===== config.mk =====
export PLATFORM = sky130hd
export DESIGN_NAME = wsf_filter
export DESIGN_NICKNAME = d
export VERILOG_FILES = /design/src/design/wsf_pkg.sv /design/src/design/wsf_filter.sv /design/src/design/wsf_sync.sv
export VERILOG_INCLUDE_DIRS = /design/src /design/src/design
export SDC_FILE = /design/constraint.sdc
export NUM_CORES = 1
export LEC_CHECK = 0
export ABC_CLOCK_PERIOD_IN_PS = 4450
export BUFFER_PORTS_ARGS = -buffer_cell sky130_fd_sc_hd__buf_4
export CAP_MARGIN = 40
export CORE_MARGIN = 2
export CORE_UTILIZATION = 46
export DETAILED_ROUTE_END_ITERATION = 10
export GPL_TIMING_DRIVEN = 0
export PLACE_DENSITY = 0.7
export SYNTH_ARGS = -nofsm -noshare
export SYNTH_HDL_FRONTEND = slang
export SYNTH_HIERARCHICAL = 1
export SYNTH_SLANG_ARGS = --single-unit
export TNS_END_PERCENT = 1

===== constraint.sdc =====
create_clock -name ref_clk -period 4.45 [get_ports ref_clk]
set_clock_uncertainty 0.1 [all_clocks]
set_input_delay 0.2225 -clock ref_clk [delete_from_list [all_inputs] [get_ports ref_clk]]
set_output_delay 0.2225 -clock ref_clk [all_outputs]
set_load 0.02 [all_outputs]

===== src/design/wsf_cfg.svh =====
`ifndef WSF_CFG_SVH
`define WSF_CFG_SVH
// 40 MHz core clock, period in ps
`define WSF_CLK_PERIOD_PS   25000
// window limits in ns
`define WSF_TMAX_NS         200000
`define WSF_TMIN_NS         4000
`define WSF_TFIX_NS         4000
// window counts in core clock cycles
`define WSF_TMAX_CYC        ((`WSF_TMAX_NS * 1000) / `WSF_CLK_PERIOD_PS)
`define WSF_TMIN_CYC        ((`WSF_TMIN_NS * 1000 + `WSF_CLK_PERIOD_PS - 1) / `WSF_CLK_PERIOD_PS)
`define WSF_TFIX_CYC        ((`WSF_TFIX_NS * 1000) / `WSF_CLK_PERIOD_PS)
// window is the period divided by 32
`define WSF_DIV_SHIFT       5
`define WSF_WIN_W           13
`define WSF_PER_W           18
`define WSF_LVL_W           3
// hysteresis codes
`define WSF_HYST_1          3'h0
`define WSF_HYST_2          3'h1
`define WSF_HYST_3          3'h2
`define WSF_HYST_4          3'h3
`define WSF_HYST_5          3'h4
`endif


===== src/design/wsf_pkg.sv =====
`default_nettype none
package wsf_pkg;
    typedef enum logic [1:0] {
        WSF_LOW      = 2'h0,
        WSF_QUALIFY  = 2'h1,
        WSF_HIGH     = 2'h2,
        WSF_MASK     = 2'h3
    } wsf_state_type;
endpackage : wsf_pkg
`default_nettype wire


===== src/design/wsf_filter.sv =====
`include "wsf_cfg.svh"
`default_nettype none
module wsf_filter
    import wsf_pkg::*;
(
    // clock and reset
    input  wire logic                   ref_clk,
    input  wire logic                   rst,
    // comparator pins
    input  wire logic                   squared_input,
    input  wire logic [3:0]             peak_comp,
    // configuration bits
    input  wire logic                   limited_set,
    input  wire logic                   adapt_select,
    input  wire logic                   hyst_select,
    input  wire logic                   feedback_after_filter,
    input  wire logic                   filter_both_edges,
    input  wire logic                   fixed_filter,
    // outputs
    output var  logic                   filtered_output,
    output var  logic [`WSF_LVL_W-1:0]  hyst_code,
    output var  logic [`WSF_LVL_W-1:0]  peak_level,
    output var  logic [`WSF_WIN_W-1:0]  window_cycles
);
    ////////////////////////////////////////////////////////////////////////////
    logic                  sq_sync;
    logic [3:0]            pk_sync;
    genvar                 gi;

    wsf_sync u_sync_sq (
        .ref_clk  (ref_clk),
        .rst      (rst),
        .async_in (squared_input),
        .sync_out (sq_sync)
    );

    // one synchroniser per peak comparator
    generate
        for (gi = 0; gi < 4; gi++) begin : g_pk
            wsf_sync u_sync_pk (
                .ref_clk  (ref_clk),
                .rst      (rst),
                .async_in (peak_comp[gi]),
                .sync_out (pk_sync[gi])
            );
        end
    endgenerate

    ////////////////////////////////////////////////////////////////////////////
    wsf_state_type         state_reg;
    wsf_state_type         state_next;
    logic [`WSF_WIN_W-1:0] win_reg;
    logic [`WSF_WIN_W-1:0] win_next;
    logic [`WSF_WIN_W-1:0] tmr_reg;
    logic [`WSF_WIN_W-1:0] tmr_next;
    logic [`WSF_PER_W-1:0] per_reg;
    logic [`WSF_PER_W-1:0] per_next;
    logic                  out_reg;
    logic                  out_next;
    logic                  sq_prev_reg;
    logic                  sq_prev_next;
    logic [`WSF_LVL_W-1:0] lvl_reg;
    logic [`WSF_LVL_W-1:0] lvl_next;
    logic [`WSF_LVL_W-1:0] hys_reg;
    logic [`WSF_LVL_W-1:0] hys_next;
    logic [`WSF_WIN_W-1:0] win_cur;
    logic [`WSF_WIN_W-1:0] win_calc;
    logic [`WSF_PER_W-1:0] per_div;
    logic                  adapt_time;
    logic                  tmr_done;
    logic                  fb_sig;
    logic                  fb_edge;
    logic [`WSF_LVL_W-1:0] lvl_now;
    logic [`WSF_LVL_W-1:0] hys_map;

    // limited set keeps adaptive timing only on rising edges and ignores fixed filter
    assign adapt_time = adapt_select;

    always_comb begin
        per_div = per_reg >> `WSF_DIV_SHIFT;
        if (per_div > `WSF_PER_W'(`WSF_TMAX_CYC)) begin
            win_calc = `WSF_WIN_W'(`WSF_TMAX_CYC);
        end else if (per_div < `WSF_PER_W'(`WSF_TMIN_CYC)) begin
            win_calc = `WSF_WIN_W'(`WSF_TMIN_CYC);
        end else begin
            win_calc = per_div[`WSF_WIN_W-1:0];
        end
        if (fixed_filter && !limited_set) begin
            win_cur = `WSF_WIN_W'(`WSF_TFIX_CYC);
        end else if (!adapt_time) begin
            win_cur = `WSF_WIN_W'(`WSF_TMAX_CYC);
        end else begin
            win_cur = win_reg;
        end
    end

    assign tmr_done = (tmr_reg >= win_cur - `WSF_WIN_W'(1));

    ////////////////////////////////////////////////////////////////////////////
    always_comb begin
        state_next   = state_reg;
        tmr_next     = tmr_reg;
        out_next     = out_reg;
        win_next     = win_reg;
        sq_prev_next = sq_sync;
        // period counter saturates at the maximum-window equivalent
        if (per_reg < `WSF_PER_W'(`WSF_TMAX_CYC << `WSF_DIV_SHIFT)) begin
            per_next = per_reg + `WSF_PER_W'(1);
        end else begin
            per_next = per_reg;
        end
        case (state_reg)
            WSF_LOW: begin
                if (sq_sync) begin
                    state_next = WSF_QUALIFY;
                    tmr_next   = '0;
                end
            end
            WSF_QUALIFY: begin
                if (!sq_sync) begin
                    state_next = WSF_LOW;
                end else if (tmr_done) begin
                    state_next = WSF_HIGH;
                    out_next   = 1'b1;
                    win_next   = win_calc;
                    // the qualifying edge cycle already belongs to the next period
                    per_next   = `WSF_PER_W'(1);
                end else begin
                    tmr_next = tmr_reg + `WSF_WIN_W'(1);
                end
            end
            WSF_HIGH: begin
                if (!sq_sync) begin
                    out_next = 1'b0;
                    tmr_next = '0;
                    if (filter_both_edges && !limited_set) begin
                        state_next = WSF_MASK;
                    end else begin
                        state_next = WSF_LOW;
                    end
                end
            end
            WSF_MASK: begin
                // input is looked at only when the mask times out, so bounces before that are dropped
                if (tmr_done) begin
                    state_next = sq_sync ? WSF_QUALIFY : WSF_LOW;
                    tmr_next   = '0;
                end else begin
                    tmr_next = tmr_reg + `WSF_WIN_W'(1);
                end
            end
            default: begin
                state_next = WSF_LOW;
                out_next   = 1'b0;
            end
        endcase
    end

    ////////////////////////////////////////////////////////////////////////////
    // thermometer comparators to a level code
    always_comb begin
        lvl_now = `WSF_HYST_1;
        if (pk_sync[0]) lvl_now = `WSF_HYST_2;
        if (pk_sync[1]) lvl_now = `WSF_HYST_3;
        if (pk_sync[2]) lvl_now = `WSF_HYST_4;
        if (pk_sync[3]) lvl_now = `WSF_HYST_5;
        hys_map = lvl_reg;
        fb_sig  = feedback_after_filter ? out_next : sq_sync;
        fb_edge = fb_sig && !(feedback_after_filter ? out_reg : sq_prev_reg);
        lvl_next = lvl_reg;
        if (fb_edge) begin
            lvl_next = lvl_now;
        end
        if (adapt_select) begin
            hys_next = hys_map;
        end else begin
            hys_next = hyst_select ? `WSF_HYST_5 : `WSF_HYST_1;
        end
    end

    ////////////////////////////////////////////////////////////////////////////
    always_ff @(posedge ref_clk) begin
        if (rst) begin
            state_reg   <= WSF_LOW;
            win_reg     <= `WSF_WIN_W'(`WSF_TMAX_CYC);
            tmr_reg     <= '0;
            per_reg     <= '0;
            out_reg     <= 1'b0;
            sq_prev_reg <= 1'b0;
            lvl_reg     <= `WSF_HYST_1;
            hys_reg     <= `WSF_HYST_1;
        end else begin
            state_reg   <= state_next;
            win_reg     <= win_next;
            tmr_reg     <= tmr_next;
            per_reg     <= per_next;
            out_reg     <= out_next;
            sq_prev_reg <= sq_prev_next;
            lvl_reg     <= lvl_next;
            hys_reg     <= hys_next;
        end
    end

    assign filtered_output = out_reg;
    assign hyst_code       = hys_reg;
    assign peak_level      = lvl_reg;
    assign window_cycles   = win_reg;
endmodule : wsf_filter
`default_nettype wire


===== src/design/wsf_sync.sv =====
`include "wsf_cfg.svh"
`default_nettype none
module wsf_sync (
    // clock and reset
    input  wire logic ref_clk,
    input  wire logic rst,
    // asynchronous in, synchronised out
    input  wire logic async_in,
    output var  logic sync_out
);
    logic meta_reg;
    logic meta_next;
    logic sync_reg;
    logic sync_next;

    always_comb begin
        meta_next = async_in;
        sync_next = meta_reg;
    end

    always_ff @(posedge ref_clk) begin
        if (rst) begin
            meta_reg <= 1'b0;
            sync_reg <= 1'b0;
        end else begin
            meta_reg <= meta_next;
            sync_reg <= sync_next;
        end
    end

    assign sync_out = sync_reg;
endmodule : wsf_sync
`default_nettype wire


==> impl_metrics.tcl <==
set metrics [dict create \
    avgRoutedWirePerCell_um 13.9 \
    path_clk_slew_ns 0.07 \
    required_ns 4.62 \
    ios 33 \
    ir_worst_vdd_v 0.000322 \
    num_rows 31 \
    r2r_start "window_cycles[2]" \
    ys_seq_area_share_pct 38.3 \
    finalHoldViolations 0 \
    max_freq_mhz 242 \
    hp-class "in2reg" \
    synth_top_area_share_pct 38.3 \
    syn_area_per_cell_um2 8.37 \
    setup_viol 0 \
    synthTopCellsByCount "dfxtp_1, nand2_1, a21oi_1" \
    final.period_utilization_pct 92.9 \
    drv_slew 0 \
    rsz0062_at_grt "no" \
    drtIter0Drc 114 \
    yosysMostFrequentCell "dfxtp_1" \
    cts_tree "done" \
    die-area_um2 7980 \
    antenna_found_initial 0 \
    nFillCells 671 \
    period_needed_ns 4.13 \
    grt_pass1_vias 2860 \
    grt_max_degree 13 \
    first_pass_iters 4 \
    overflow 0 \
    placed_area_um2 3710 \
    worst_pin_slew_ns 0.618 \
    r2r_slack_ns 0.32 \
    cts_root_buf "clkbuf_8" \
    remaining_drc_errors 0 \
    core_um2 7140 \
    maxCapViolCount 0 \
    cellLeakagePower_nw 1.60 \
    ys_types 52 \
    fin_cells 553 \
    routed-via-count 3007 \
    hold_buffers 6 \
    place.gp.congestion 0.825 \
    syn-num-nets 433 \
    dp.cells 531 \
    postCtsSetupBuffers 0 \
    synthFlopType "dfxtp_1" \
    r2r_cells 14 \
    portBuffers 32 \
    power.density_nw_per_um2 319 \
    timing.rr.end "tmr_reg[9]" \
    vias_per_cell 5.44 \
    synth_top_area_cell "dfxtp_1" \
    drive_gt1_share_pct 13.0 \
    setup_tns_ns 0 \
    syn_to_final_growth_pct 20.2 \
    ant_nets 0 \
    clk_path_buf_depth 2 \
    synth_edf_count 0 \
    fp.dieW_um 89.3 \
    crit_fanout 10 \
    grt_usage_pct 21.2 \
    cts.htree.levels 3 \
    hold_ws_ns 0.0223 \
    syn-cell-area_um2 3350 \
    final_nets 482 \
    crit_type "reg2reg" \
    final_area_um2 4030 \
    start_util_pct 46.9 \
    worstPathArrival_ns 4.30 \
    largest_reg_flops 18 \
    ys_async_sr_fraction_pct 0 \
    cts_resized 0 \
    numCtsBuffers 9 \
    status "finished clean" \
    endpoint_kind "register" \
    routed_wirelength_um 7680 \
    synth_area_leaders "dfxtp_1, ha_1, nand2_1, a21oi_1, nand3_1" \
    yosysWarnings 6 \
    antenna_cells 0 \
    grt_pass1_wl_um 13000 \
    ys_ff_latch 64 \
    finalPower_mw 1.29 \
    worstSetupStartpointType "register" \
    max_slew_margin_pct 58.4 \
    crit_start "window_cycles[2]" \
    post-dp-hpwl_um 5620 \
    syn_inst 400 \
    insertion_delay_ns 0.35 \
    die_y_um 89.3 \
    clock-sinks 64 \
    endpoint "tmr_reg[9]" \
]
-- metrics by stage --
stage,util (%),setup slack [ns]
after floorplan,-,0.771
after global placement,52.0,0.409
after detailed placement,52.0,0.370
after CTS,56.4,0.307
after global routing,56.4,0.0636
final,56.4,0.317
-- placed cells by master (no fill, tap or decap), types with 4 or more instances in the layout --
cell | netlist | routed
nand3_1 | 29 | 29
o31ai_1 | 13 | 13
dlygate4sd3_1 | 0 | 6
and3_1 | 6 | 6
clkbuf_8 | 0 | 10
nor2b_1 | 16 | 16
or4_1 | 10 | 10
clkbuf_1 | 9 | 9
inv_1 | 7 | 7
or3_1 | 5 | 5
dfxtp_1 | 64 | 64
nand2_1 | 56 | 56
buf_4 | 0 | 32
a21oi_1 | 34 | 34
nor2_1 | 29 | 29
a21o_1 | 4 | 4
xor2_1 | 15 | 15
xnor2_1 | 11 | 11
o21ai_0 | 9 | 9
buf_2 | 4 | 4
ha_1 | 20 | 20
nand4_1 | 5 | 5
mux2i_1 | 6 | 6
nor3_1 | 7 | 7
-- final cells by class --
type | count | area (um2) | share of cell area (%)
multi-input combinational | 314 | 1970 | 49.0
sequential | 64 | 1280 | 31.8
timing repair buffer | 38 | 300 | 7.46
clock buffer | 10 | 138 | 3.42
tap | 99 | 124 | 3.08
clock inverter | 6 | 115 | 2.86
buffer | 14 | 65.1 | 1.62
inverter | 8 | 30.0 | 0.746
-- worst min-delay path by stage --
stage | from | cells after the start | slack [ns] | end
floorplan | rst | 1 | 0.19 | g_pk[0].u_sync_pk/meta_reg
global placement | g_pk[0].u_sync_pk/meta_reg | 1 | 0.32 | g_pk[0].u_sync_pk/sync_out
detailed placement | g_pk[1].u_sync_pk/meta_reg | 1 | 0.33 | g_pk[1].u_sync_pk/sync_out
CTS | rst | 2 | 0.009 | g_pk[2].u_sync_pk/meta_reg
global route | rst | 2 | 0.01 | u_sync_sq/sync_out
finish | rst | 2 | 0.02 | u_sync_sq/meta_reg
-- power by group --
part	switching [mW]	internal [mW]
logic	0.0408	0.0296
clock network	0.241	0.390
registers	0.00421	0.580
-- per-layer routing --
layer	GRT usage [%]	vias up	part of all wire [%]
li1	-	1535	-
met3	5.91	12	3.9
met4	7.60	0	1.8
met2	36.9	66	51
met5	0	-	0
met1	25.0	1394	43
-- logic make-up after synthesis --
kind of cell	share of synthesized area, %
fa+ha+maj	7.47
buf+inv	2.84
flops	38.3
compound gates	16.2
xor+xnor	6.80
mux	1.79
simple gates	26.7
-- critical path, stage by stage, from the launching register on --
cell and delay [ns]:
dfxtp_1 0.36, or3_1 0.42, or3_4 0.37, nor4_1 0.34
nand3_1 0.15, xor2_1 0.17, a21o_1 0.18, ha_1 0.31
nand4_1 0.19, a311o_1 0.39, a41oi_2 0.28, buf_2 0.25
buf_2 0.25, o21ai_0 0.13, a21oi_1 0.14
Note: power is estimated with default switching activity, not from simulation.
